`src/hw/ext_bus_pkg.sv`:
```
// Package with cycle kinds, widths and constants of the external bus interface
package ext_bus_pkg;
  localparam int ADDR_W = 20;
  localparam int DATA_W = 8;
  localparam int IO_ADDR_W = 8;
  localparam int TIMER_PIN_BIT = 18;
  localparam logic TIMER_SEL_RST = 1'b0;
  // Cycle kinds requested by the core
  typedef enum logic [2:0] {
    CYC_MEM_RD = 3'h0,
    CYC_MEM_WR = 3'h1,
    CYC_IO_RD = 3'h2,
    CYC_IO_WR = 3'h3,
    CYC_FETCH = 3'h4,
    CYC_INTACK = 3'h5,
    CYC_REFRESH = 3'h6
  } cyc_kind_t;
  // Bus phases, one-hot
  typedef enum logic [4:0] {
    ST_IDLE = 5'h01,
    ST_ADDR = 5'h02,
    ST_STROBE = 5'h04,
    ST_END = 5'h08,
    ST_GRANT = 5'h10
  } bus_state_t;
endpackage

```
`src/hw/cpu_external_bus_interface.sv`:
```
// External system bus interface: address, data and strobe sequencing
// Notes on behaviour
// - Drive 20-bit address for memory and I/O cycles.
// - Refresh cycles put the refresh address on the address lines.
// - Address lines float during reset and while the bus is granted.
// - External master accesses make the address lines inputs.
// - Bit 18 may carry the timer output; after reset it is address.
// - Data lines driven with the byte on internal peripheral accesses.
// - Read strobe driven by the core; input under an external master.
// - Write strobe low while write data valid; input under external master.
// - Memory request low only while a valid memory address is out.
// - I/O request low while I/O address is on low eight lines.
// - Interrupt acknowledge asserts I/O request with opcode-fetch strobe.
// - Opcode fetch asserts opcode-fetch and memory request together.
// - Each opcode byte of a two-byte opcode gets its own fetch strobe.
// - Fetch strobe, halt and status together encode the cycle kind.
// - Refresh strobe with memory request while refresh address is out.
// - Bus request honoured at cycle end; bus and strobes float.
// - Bus acknowledge asserted after the bus has floated.
// - Wait input stretches the strobe phase while held low; refresh and interrupt acknowledge cycles ignore it.
`timescale 1ns/1ns
module cpu_external_bus_interface #(
  parameter int AW = ext_bus_pkg::ADDR_W,
  parameter int DW = ext_bus_pkg::DATA_W
) (
  input wire logic i_clk, // 20 MHz clock
  input wire logic i_rst_n, // Sync reset, active low
  input wire logic i_ce, // Clock enable
  input wire logic i_req, // Core starts a bus cycle
  input wire ext_bus_pkg::cyc_kind_t i_kind, // Cycle kind
  input wire logic [AW-1:0] i_addr, // Cycle address
  input wire logic [DW-1:0] i_wdata, // Write data
  input wire logic i_internal, // Target is an on-chip peripheral
  input wire logic i_halted, // Core halted
  input wire logic i_timer_sel, // Bit 18 pin carries timer output
  input wire logic i_timer_out, // Timer channel output
  input wire logic i_bus_grant_request_n, // Bus request, active low
  input wire logic i_wait_n, // Wait input, active low
  input wire logic [AW-1:0] i_system_address_lines, // Address pin input
  input wire logic [DW-1:0] i_system_data_lines, // Data pin input
  input wire logic i_rd_n, // Read pin input
  input wire logic i_wr_n, // Write pin input
  output logic o_ready, // Core may issue a request
  output logic o_done, // Cycle done pulse
  output logic [DW-1:0] o_rdata, // Read data
  output logic o_ext_access, // External master strobing on-chip target
  output logic [AW-1:0] o_ext_addr, // Address seen from external master
  output logic [AW-1:0] o_system_address_lines, // Address pin output
  output logic o_addr_oe_n, // Address enable, low drives
  output logic [DW-1:0] o_system_data_lines, // Data pin output
  output logic o_data_oe_n, // Data enable, low drives
  output logic o_rd_n, // Read strobe
  output logic o_wr_n, // Write strobe
  output logic o_strobe_oe_n, // Strobe enable, low drives
  output logic o_memory_request_n, // Memory request strobe
  output logic o_io_request_n, // I/O request strobe
  output logic o_opcode_fetch_cycle_n, // Opcode fetch strobe
  output logic o_refresh_strobe_n, // Refresh strobe
  output logic o_halt_n, // Halt status
  output logic o_cycle_status_out, // Cycle status
  output logic o_bus_grant_ack_n // Bus acknowledge
);
  import ext_bus_pkg::*;

  // Elaboration check: the pin map and the bit 18 multiplex assume these widths
  if (AW != ADDR_W || DW != DATA_W || AW <= TIMER_PIN_BIT) begin : g_bad_width
    $error("Unsupported bus widths");
  end


  bus_state_t state_r, state_nxt;
  cyc_kind_t kind_r;
  logic [AW-1:0] addr_r;
  logic [DW-1:0] wdata_r;
  logic internal_r;
  logic ack_n_r;
  logic done_r;
  logic [DW-1:0] rdata_r;

  // Kind decode of the latched cycle
  wire is_mem = (kind_r == CYC_MEM_RD) || (kind_r == CYC_MEM_WR);
  wire is_io = (kind_r == CYC_IO_RD) || (kind_r == CYC_IO_WR);
  wire is_fetch = (kind_r == CYC_FETCH);
  wire is_intack = (kind_r == CYC_INTACK);
  wire is_refresh_strobe_n = (kind_r == CYC_REFRESH);
  wire is_read = (kind_r == CYC_MEM_RD) || (kind_r == CYC_IO_RD) || is_fetch;
  wire is_write = (kind_r == CYC_MEM_WR) || (kind_r == CYC_IO_WR);
  wire busy = (state_r == ST_ADDR) || (state_r == ST_STROBE) || (state_r == ST_END);
  wire grant = (state_r == ST_GRANT);
  wire brq = ~i_bus_grant_request_n;

  // Phase sequencing; a grant is only taken between cycles
  always_comb begin
    state_nxt = state_r;
    case (state_r)
      ST_IDLE: begin
        if (brq) begin
          state_nxt = ST_GRANT;
        end else if (i_req) begin
          state_nxt = ST_ADDR;
        end
      end
      ST_ADDR: state_nxt = ST_STROBE;
      ST_STROBE: begin
        if (i_wait_n || is_refresh_strobe_n || is_intack) begin
          state_nxt = ST_END;
        end
      end
      ST_END: state_nxt = brq ? ST_GRANT : ST_IDLE;
      ST_GRANT: state_nxt = brq ? ST_GRANT : ST_IDLE;
      default: state_nxt = ST_IDLE;
    endcase
  end

  // Latch the cycle at its start so the pins stay stable during it
  always_ff @(posedge i_clk) begin
    if (!i_rst_n) begin
      state_r <= ST_IDLE;
      kind_r <= CYC_MEM_RD;
      addr_r <= '0;
      wdata_r <= '0;
      internal_r <= 1'b0;
    end else if (i_ce) begin
      state_r <= state_nxt;
      if (state_r == ST_IDLE && !brq && i_req) begin
        kind_r <= i_kind;
        addr_r <= i_addr;
        wdata_r <= i_wdata;
        internal_r <= i_internal;
      end
    end
  end

  // Read data, done pulse, acknowledge after the bus already floats
  always_ff @(posedge i_clk) begin
    if (!i_rst_n) begin
      done_r <= 1'b0;
      rdata_r <= '0;
      ack_n_r <= 1'b1;
    end else if (i_ce) begin
      done_r <= (state_r == ST_END);
      if (state_r == ST_STROBE && state_nxt == ST_END && (is_read || is_intack)) begin
        rdata_r <= i_system_data_lines;
      end
      ack_n_r <= ~(grant && brq);
    end
  end

  // Next pin values; strobes only in strobe phase so address leads and trails
  wire drive_bus = busy || (state_r == ST_IDLE && !brq && i_req);
  wire [AW-1:0] addr_src = (state_r == ST_IDLE) ? i_addr : addr_r;
  wire [AW-1:0] io_addr = {{(AW-IO_ADDR_W){1'b0}}, addr_src[IO_ADDR_W-1:0]};
  wire kind_io_nxt = (state_r == ST_IDLE) ? (i_kind == CYC_IO_RD || i_kind == CYC_IO_WR) : is_io;
  wire [AW-1:0] addr_mux = kind_io_nxt ? io_addr : addr_src;
  wire timer_pin = i_timer_sel ? i_timer_out : addr_mux[TIMER_PIN_BIT];
  wire [AW-1:0] addr_pin_nxt = {addr_mux[AW-1:TIMER_PIN_BIT+1], timer_pin,
    addr_mux[TIMER_PIN_BIT-1:0]};
  // Address must not trail into a grant, or it would fight the external master
  wire addr_drive_nxt = drive_bus && (state_nxt != ST_GRANT);
  wire ph_next_strobe = (state_nxt == ST_STROBE);
  wire memory_request_n_nxt = ph_next_strobe && (is_mem || is_fetch || is_refresh_strobe_n);
  wire io_request_n_nxt = ph_next_strobe && (is_io || is_intack);
  wire m1_nxt = ph_next_strobe && (is_fetch || is_intack);
  wire refresh_strobe_n_nxt = ph_next_strobe && is_refresh_strobe_n;
  wire rd_nxt = ph_next_strobe && is_read;
  wire wr_nxt = ph_next_strobe && is_write;
  wire data_drive_nxt = (state_nxt == ST_STROBE || state_nxt == ST_END) && internal_r
    && (is_write || is_read) && !grant;
  wire [DW-1:0] data_val_nxt = is_write ? wdata_r : rdata_r;
  wire strobe_drive_nxt = !(state_nxt == ST_GRANT);

  pin_drive_reg #(.W(AW)) u_addr_pins (
    .i_clk(i_clk),
    .i_rst_n(i_rst_n),
    .i_ce(i_ce),
    .i_val(addr_pin_nxt),
    .i_drive(addr_drive_nxt),
    .o_val(o_system_address_lines),
    .o_oe_n(o_addr_oe_n)
  );

  pin_drive_reg #(.W(DW)) u_data_pins (
    .i_clk(i_clk),
    .i_rst_n(i_rst_n),
    .i_ce(i_ce),
    .i_val(data_val_nxt),
    .i_drive(data_drive_nxt),
    .o_val(o_system_data_lines),
    .o_oe_n(o_data_oe_n)
  );

  pin_drive_reg #(.W(6), .RST_VAL(6'h3f)) u_strobes (
    .i_clk(i_clk),
    .i_rst_n(i_rst_n),
    .i_ce(i_ce),
    .i_val({~rd_nxt, ~wr_nxt, ~memory_request_n_nxt, ~io_request_n_nxt, ~m1_nxt, ~refresh_strobe_n_nxt}),
    .i_drive(strobe_drive_nxt),
    .o_val({o_rd_n, o_wr_n, o_memory_request_n, o_io_request_n, o_opcode_fetch_cycle_n,
      o_refresh_strobe_n}),
    .o_oe_n(o_strobe_oe_n)
  );

  // Status pins: fetch strobe plus halt and status encode the cycle kind
  logic halt_n_r, status_r;
  always_ff @(posedge i_clk) begin
    if (!i_rst_n) begin
      halt_n_r <= 1'b1;
      status_r <= 1'b0;
    end else if (i_ce) begin
      halt_n_r <= ~i_halted;
      status_r <= (state_nxt == ST_STROBE) && (is_fetch || is_intack);
    end
  end

  // External master reaching on-chip targets through input pins
  assign o_ext_access = grant && (!i_rd_n || !i_wr_n);
  assign o_ext_addr = i_system_address_lines;
  assign o_ready = (state_r == ST_IDLE) && !brq;
  assign o_done = done_r;
  assign o_rdata = rdata_r;
  assign o_halt_n = halt_n_r;
  assign o_cycle_status_out = status_r;
  assign o_bus_grant_ack_n = ack_n_r;

  property p_memory_request_n_addr;
    @(posedge i_clk) disable iff (!i_rst_n)
    !o_memory_request_n |-> !o_addr_oe_n;
  endproperty
  a_memory_request_n_addr: assert property (p_memory_request_n_addr) else $error("memory_request_n without address");

  property p_fetch_pair;
    @(posedge i_clk) disable iff (!i_rst_n)
    (!o_opcode_fetch_cycle_n && o_io_request_n) |-> !o_memory_request_n;
  endproperty
  a_fetch_pair: assert property (p_fetch_pair) else $error("fetch without memory_request_n");

  property p_intack;
    @(posedge i_clk) disable iff (!i_rst_n)
    !o_io_request_n && !o_opcode_fetch_cycle_n |-> o_memory_request_n;
  endproperty
  a_intack: assert property (p_intack) else $error("intack with memory_request_n");

  property p_refresh_strobe_n;
    @(posedge i_clk) disable iff (!i_rst_n)
    !o_refresh_strobe_n |-> !o_memory_request_n && o_rd_n && o_wr_n;
  endproperty
  a_refresh_strobe_n: assert property (p_refresh_strobe_n) else $error("refresh without memory_request_n");

  property p_reset_float;
    @(posedge i_clk) !i_rst_n |=> o_addr_oe_n && o_strobe_oe_n;
  endproperty
  a_reset_float: assert property (p_reset_float) else $error("bus driven in reset");

  property p_ack_float;
    @(posedge i_clk) disable iff (!i_rst_n)
    !o_bus_grant_ack_n |-> o_addr_oe_n && o_data_oe_n && o_strobe_oe_n;
  endproperty
  a_ack_float: assert property (p_ack_float) else $error("ack while driving");

  property p_wait;
    @(posedge i_clk) disable iff (!i_rst_n)
    (i_ce && state_r == ST_STROBE && !i_wait_n && (is_read || is_write)) |=> state_r == ST_STROBE;
  endproperty
  a_wait: assert property (p_wait) else $error("wait ignored");

  property p_io_low;
    @(posedge i_clk) disable iff (!i_rst_n)
    !o_io_request_n && o_opcode_fetch_cycle_n |-> o_system_address_lines[AW-1:IO_ADDR_W] == '0
      || i_timer_sel;
  endproperty
  a_io_low: assert property (p_io_low) else $error("io address high bits");

  property p_wr_data;
    @(posedge i_clk) disable iff (!i_rst_n)
    (!o_wr_n && internal_r) |-> !o_data_oe_n && o_system_data_lines == wdata_r;
  endproperty
  a_wr_data: assert property (p_wr_data) else $error("write data not driven");

  property p_io_no_memory_request_n;
    @(posedge i_clk) disable iff (!i_rst_n)
    !o_io_request_n |-> o_memory_request_n;
  endproperty
  a_io_no_memory_request_n: assert property (p_io_no_memory_request_n) else $error("io with memory_request_n");

  property p_strobe_addr;
    @(posedge i_clk) disable iff (!i_rst_n)
    (!o_strobe_oe_n && (!o_rd_n || !o_wr_n)) |-> !o_addr_oe_n;
  endproperty
  a_strobe_addr: assert property (p_strobe_addr) else $error("strobe without address");

  property p_grant_float;
    @(posedge i_clk) disable iff (!i_rst_n)
    (state_r == ST_GRANT) |-> o_addr_oe_n && o_data_oe_n && o_strobe_oe_n;
  endproperty
  a_grant_float: assert property (p_grant_float) else $error("bus driven in grant");

  property p_timer_pin;
    @(posedge i_clk) disable iff (!i_rst_n)
    (i_ce && i_timer_sel) |=> o_system_address_lines[TIMER_PIN_BIT] == $past(i_timer_out);
  endproperty
  a_timer_pin: assert property (p_timer_pin) else $error("timer not on bit 18");
endmodule // cpu_external_bus_interface

```
`src/hw/pin_drive_reg.sv`:
```
// Registered output value with separate active-low drive enable for a pin group
`timescale 1ns/1ns
module pin_drive_reg #(
  parameter int W = 8,
  parameter logic [W-1:0] RST_VAL = '0
) (
  input wire logic i_clk, // Clock
  input wire logic i_rst_n, // Sync reset
  input wire logic i_ce, // Clock enable
  input wire logic [W-1:0] i_val, // Next pin value
  input wire logic i_drive, // Next drive request
  output logic [W-1:0] o_val, // Registered pin value
  output logic o_oe_n // Registered enable, low drives
);
  // Value and enable change on the same edge so a pin never glitches
  always_ff @(posedge i_clk) begin
    if (!i_rst_n) begin
      o_val <= RST_VAL;
      o_oe_n <= 1'b1;
    end else if (i_ce) begin
      o_val <= i_val;
      o_oe_n <= ~i_drive;
    end
  end
endmodule // pin_drive_reg

```
`config.mk`:
```
export PLATFORM = sky130hd
export DESIGN_NAME = cpu_external_bus_interface
export DESIGN_NICKNAME = d
export VERILOG_FILES = /design/src/hw/ext_bus_pkg.sv /design/src/hw/cpu_external_bus_interface.sv /design/src/hw/pin_drive_reg.sv
export SDC_FILE = /design/constraint.sdc
export NUM_CORES = 1
export LEC_CHECK = 0
export BUFFER_PORTS_ARGS = -buffer_cell sky130_fd_sc_hd__buf_2
export CORE_ASPECT_RATIO = 1.5
export CORE_MARGIN = 5
export CORE_UTILIZATION = 37
export DETAILED_ROUTE_END_ITERATION = 16
export PLACE_DENSITY = 0.64
export SLEW_MARGIN = 0
export SYNTH_ARGS = -nofsm -noshare
export SYNTH_HDL_FRONTEND = slang
export SYNTH_SLANG_ARGS = --single-unit
export TNS_END_PERCENT = 100
```
`constraint.sdc`:
```
create_clock -name i_clk -period 2.4 [get_ports i_clk]
set_clock_uncertainty 0.05 [all_clocks]
set_input_delay 0.24 -clock i_clk [delete_from_list [all_inputs] [get_ports i_clk]]
set_output_delay 0.24 -clock i_clk [all_outputs]
set_load 0.01 [all_outputs]
```
==> qor.log <==
INFO  synthesis      synth.area.top_cells=dfxtp_1 (44%), mux2i_1 (9.0%), o21ai_0 (7.2%)
INFO  critical_path  timing.critical_path.required=2.11ns
INFO  synthesis      yosys_most_used_dff=dfxtp_1
INFO  critical_path  cell_family_with_most_cp_delay=simple AND/OR/NAND/NOR gates
INFO  floorplanning  dieHeight=136microns
INFO  timing         max_freq=464MHz
INFO  power_and_ir_drop ir_worst_vdd=0.370mV
INFO  critical_path  critical_path.max_stage_delay=0.58ns
INFO  synthesis      post_synth_and_or_nand_nor_area_fraction=0.198
INFO  synthesis      largest_family_of_logic_cells_by_synthesized_area=simple AND/OR/NAND/NOR gates
INFO  cts            clock_tree.buffer_depth=2
INFO  hold_path      holdCritStartpoint=i_wdata[5]
INFO  synthesis      synth.top_cell.area_share=0.442
INFO  synthesis      post_synth_mux_area_share=0.0929
INFO  critical_path  critPathMaxFanout=12
INFO  global_route   grt_usage=0.154
INFO  drt            via_count=3281
INFO  power_and_ir_drop switching_share=0.236
INFO  floorplanning  start_util=0.374
INFO  timing         worst_slew_pin_slew=0.523ns
INFO  global_route   number_of_antenna_violations_at_the_first_check_in_global_routing=0
INFO  cts            post_cts_hold_buffer_count=0
INFO  cts            tritoncts_clock_tree=done
INFO  power_and_ir_drop p_int=2.63mW
INFO  drt            detail_route.wirelength=9.52mm
INFO  drt            drc=0
INFO  floorplanning  die-width=93.7microns
INFO  timing         setup_viol=0
INFO  global_route   grt.overflow.total=0
INFO  layout         fin_nets=580
INFO  synthesis      ys_ff_latch=86
INFO  drt            routed_wire_length_per_instance=14.5microns
INFO  critical_path  cp_data_arrival_time=1.86ns
INFO  critical_path  critical_path.reg2reg.startpoint=state_r[3]
INFO  synthesis      synth_seq_area_share=0.442
INFO  critical_path  timing_startpoint_of_the_critical_path=state_r[3]
INFO  timing         finalSetupTns=0ns
INFO  synthesis      post_synth.cell_area_avg=8.77squm
INFO  timing         clock_period_minus_worst_slack=2.15ns
INFO  layout         register_area=1720squm
INFO  cts            cts_setup_buffers=0
INFO  timing         rsz0062_at_grt=false
INFO  layout         antenna_cells=0
INFO  cts            numCtsBuffers=9
INFO  synthesis      syn-cell-area=3890squm
INFO  synthesis      yosys_warnings=0
INFO  power_and_ir_drop pwr-share-comb=0.121
INFO  timing         worst_slew_margin_relative_to_its_limit=0.648
INFO  place          place.gp.congestion=0.741
INFO  synthesis      synth_edf_count=0
INFO  power_and_ir_drop power.density=741nW/um^2
INFO  synthesis      syn-instance-count=444
INFO  cts            number_of_h_tree_levels=3
INFO  place          buffer_ports.inserted=101
INFO  cts            worstSkewPairLatency=0.33ns
INFO  floorplanning  rows=46
INFO  synthesis      yosys.cell_types.count=48
INFO  critical_path  worstSetupEndpointType=output port
INFO  drt            via_per_inst=4.99
INFO  global_route   vias_in_the_first_global_route=3221
INFO  cts            clock_sinks=86
INFO  layout         fillerInstances=1027
INFO  timing         min_period_over_period=0.897
INFO  run_status     status=finished clean
INFO  cts            cts.reportedPaths.clkPinSlew=0.06ns
INFO  power_and_ir_drop clock_power_share=0.435
INFO  global_route   first_pass_grt_wire_length=15.5mm
INFO  layout         drive_gt1_frac=0.259
INFO  critical_path  path_cells=or4b_4 > nor2_2 > nand2_1 > inv_1 > buf_2
INFO  layout         finish.utilization=0.446
INFO  synthesis      synth_xor_xnor_area_share=0.00675
INFO  layout         multi_input_area=1800squm
INFO  critical_path  worstSetupStartpointType=flip-flop
INFO  power_and_ir_drop leakagePower=2.02nW
INFO  critical_path  setup.worst_path.class=reg2out
INFO  drt            antenna_violating_nets_post_route=0
INFO  power_and_ir_drop total_switching_power=0.812mW
INFO  critical_path  crit_slowest_cell=or4b_4
INFO  drt            detail_route.first_pass.iterations=4
INFO  floorplanning  io_pins=142
INFO  timing         timing_hold_violations_final=0
INFO  synthesis      synth_largest_area_cell=dfxtp_1
INFO  critical_path  cp_num_buf_inv=2
INFO  drt            violation_count_after_the_first_detailed_routing_iteration=159
INFO  cts            post_cts_repair_resize_count=0
INFO  floorplanning  design.core.area=10400squm
INFO  timing         hold-worst-slack=0.0792ns
INFO  global_route   grt_max_degree=47
INFO  synthesis      post_synth_fa_ha_maj_area_fraction=0
INFO  layout         area_grow_syn2layout=19.4%
INFO  cts            clockRootBuffer=clkbuf_16
INFO  timing         final-max-slew-violation-count=0
INFO  floorplanning  die_area=12700squm
INFO  flow_run       drv.max_cap_violation_count=0
INFO  synthesis      synth_compound_gate_area_share=0.166
INFO  place          post-dp-hpwl=6.82mm
INFO  power_and_ir_drop sequentialPowerShare=0.444
INFO  synthesis      synth-async-reset-ratio=0
INFO  hold_path      hp-class=in2reg
INFO  synthesis      mappedNetlistNets=515
[final cells by class]
| cell class | instances | share of cell area |
|---|---|---|
| tap | 144 | 0.0388 |
| sequential | 86 | 0.370 |
| timing repair buffer | 111 | 0.128 |
| multi-input combinational | 294 | 0.388 |
| clock buffer | 12 | 0.0552 |
| inverter | 7 | 0.00565 |
| clock inverter | 3 | 0.0145 |
[final timing paths]
kind	endpoint	slack [ns]	cells after the start
worst max-delay path	o_ready	0.25	5
worst min-delay path	wdata_r[5]	0.08	3
worst max register to register	u_addr_pins.o_val[11]	0.35	4
worst min register to register	u_addr_pins.o_val[19]	0.40	2
[registers in the layout, indices dropped and copies added (netlist names)]
register,cells
o_halt_n,1
addr_r,20
u_strobes.o_val,6
internal_r,1
o_done,1
u_addr_pins.o_val,20
o_bus_grant_ack_n,1
wdata_r,8
state_r,5
u_addr_pins.o_oe_n,1
o_cycle_status_out,1
o_rdata,8
u_data_pins.o_val,8
kind_r,3
u_strobes.o_oe_n,1
u_data_pins.o_oe_n,1
[worst min-delay path, cell delays in order]
cell and delay (ns):
buf_2 0.08, nand3_1 0.05, o21ai_0 0.06
[kinds of logic after synthesis]
kind of cell           after synthesis
AO/OA/AOI/OAI                      105
XOR/XNOR                             3
buffers and inverters               64
multiplexers                        36
flip-flops                          86
AND/OR/NAND/NOR                    150
[synth_stat cells, types with 6 or more instances]
| library cell | n |
|---|---|
| buf_2 | 7 |
| inv_1 | 7 |
| o211a_1 | 8 |
| nand3_1 | 35 |
| buf_4 | 20 |
| nor2b_1 | 17 |
| buf_6 | 6 |
| a21oi_1 | 13 |
| nor2_1 | 11 |
| nand2_1 | 62 |
| o21ai_0 | 56 |
| nand2b_1 | 9 |
| dfxtp_1 | 86 |
| mux2i_1 | 35 |
| clkbuf_1 | 24 |
[routing by layer]
| layer | routed length (microns) | global-route usage | vias up |
|---|---|---|---|
| met5 | 0 | 0 | - |
| met4 | 186 | 0.0723 | 0 |
| met3 | 497 | 0.0300 | 17 |
| met2 | 4980 | 0.268 | 83 |
| met1 | 3850 | 0.178 | 1530 |
| li1 | - | - | 1651 |
[power by group through the flow]
| stage | clock [mW] | sequential (mW) | combinational (mW) |
|---|---|---|---|
| after floorplan | 0 | 1.56 | 0.300 |
| after global placement | 0 | 1.56 | 0.411 |
| after detailed placement | 0 | 1.56 | 0.418 |
| after CTS | 1.54 | 1.53 | 0.420 |
| after global routing | 1.61 | 1.54 | 0.457 |
| final | 1.50 | 1.53 | 0.416 |
[cells in the final DEF, fill, tap and decap left out, types with 2 or more instances in the layout]
| cell | n |
|---|---|
| buf_2 | 101 |
| dfxtp_1 | 86 |
| nand2_1 | 62 |
| o21ai_0 | 56 |
| mux2i_1 | 35 |
| nand3_1 | 35 |
| nor2b_1 | 17 |
| a21oi_1 | 13 |
| nor2_1 | 10 |
| nand2b_1 | 9 |
| clkbuf_16 | 9 |
| buf_4 | 9 |
| o211a_1 | 8 |
| inv_1 | 7 |
| o21ai_1 | 4 |
| a211o_1 | 3 |
| a21boi_0 | 3 |
| a2111oi_0 | 3 |
| o2111ai_1 | 3 |
| nor3b_1 | 2 |
| nor4b_1 | 2 |
| xnor2_1 | 2 |
| nand3b_1 | 2 |
| clkbuf_8 | 2 |
| bufinv_16 | 2 |
[through the flow]
step / setup slack [ns] / std cells / total power, mW / area, sq um
2_1_floorplan: 0.493 / 444 / 1.86 / 3890
3_3_place_gp: 0.432 / 642 / 1.97 / 4330
3_5_place_dp: 0.327 / 642 / 1.98 / 4330
4_1_cts: 0.242 / 657 / 3.49 / 4650
5_1_grt: 0.0339 / 657 / 3.61 / 4650
6_report: 0.247 / 657 / 3.45 / 4650
(Power assumes the default switching activity.)
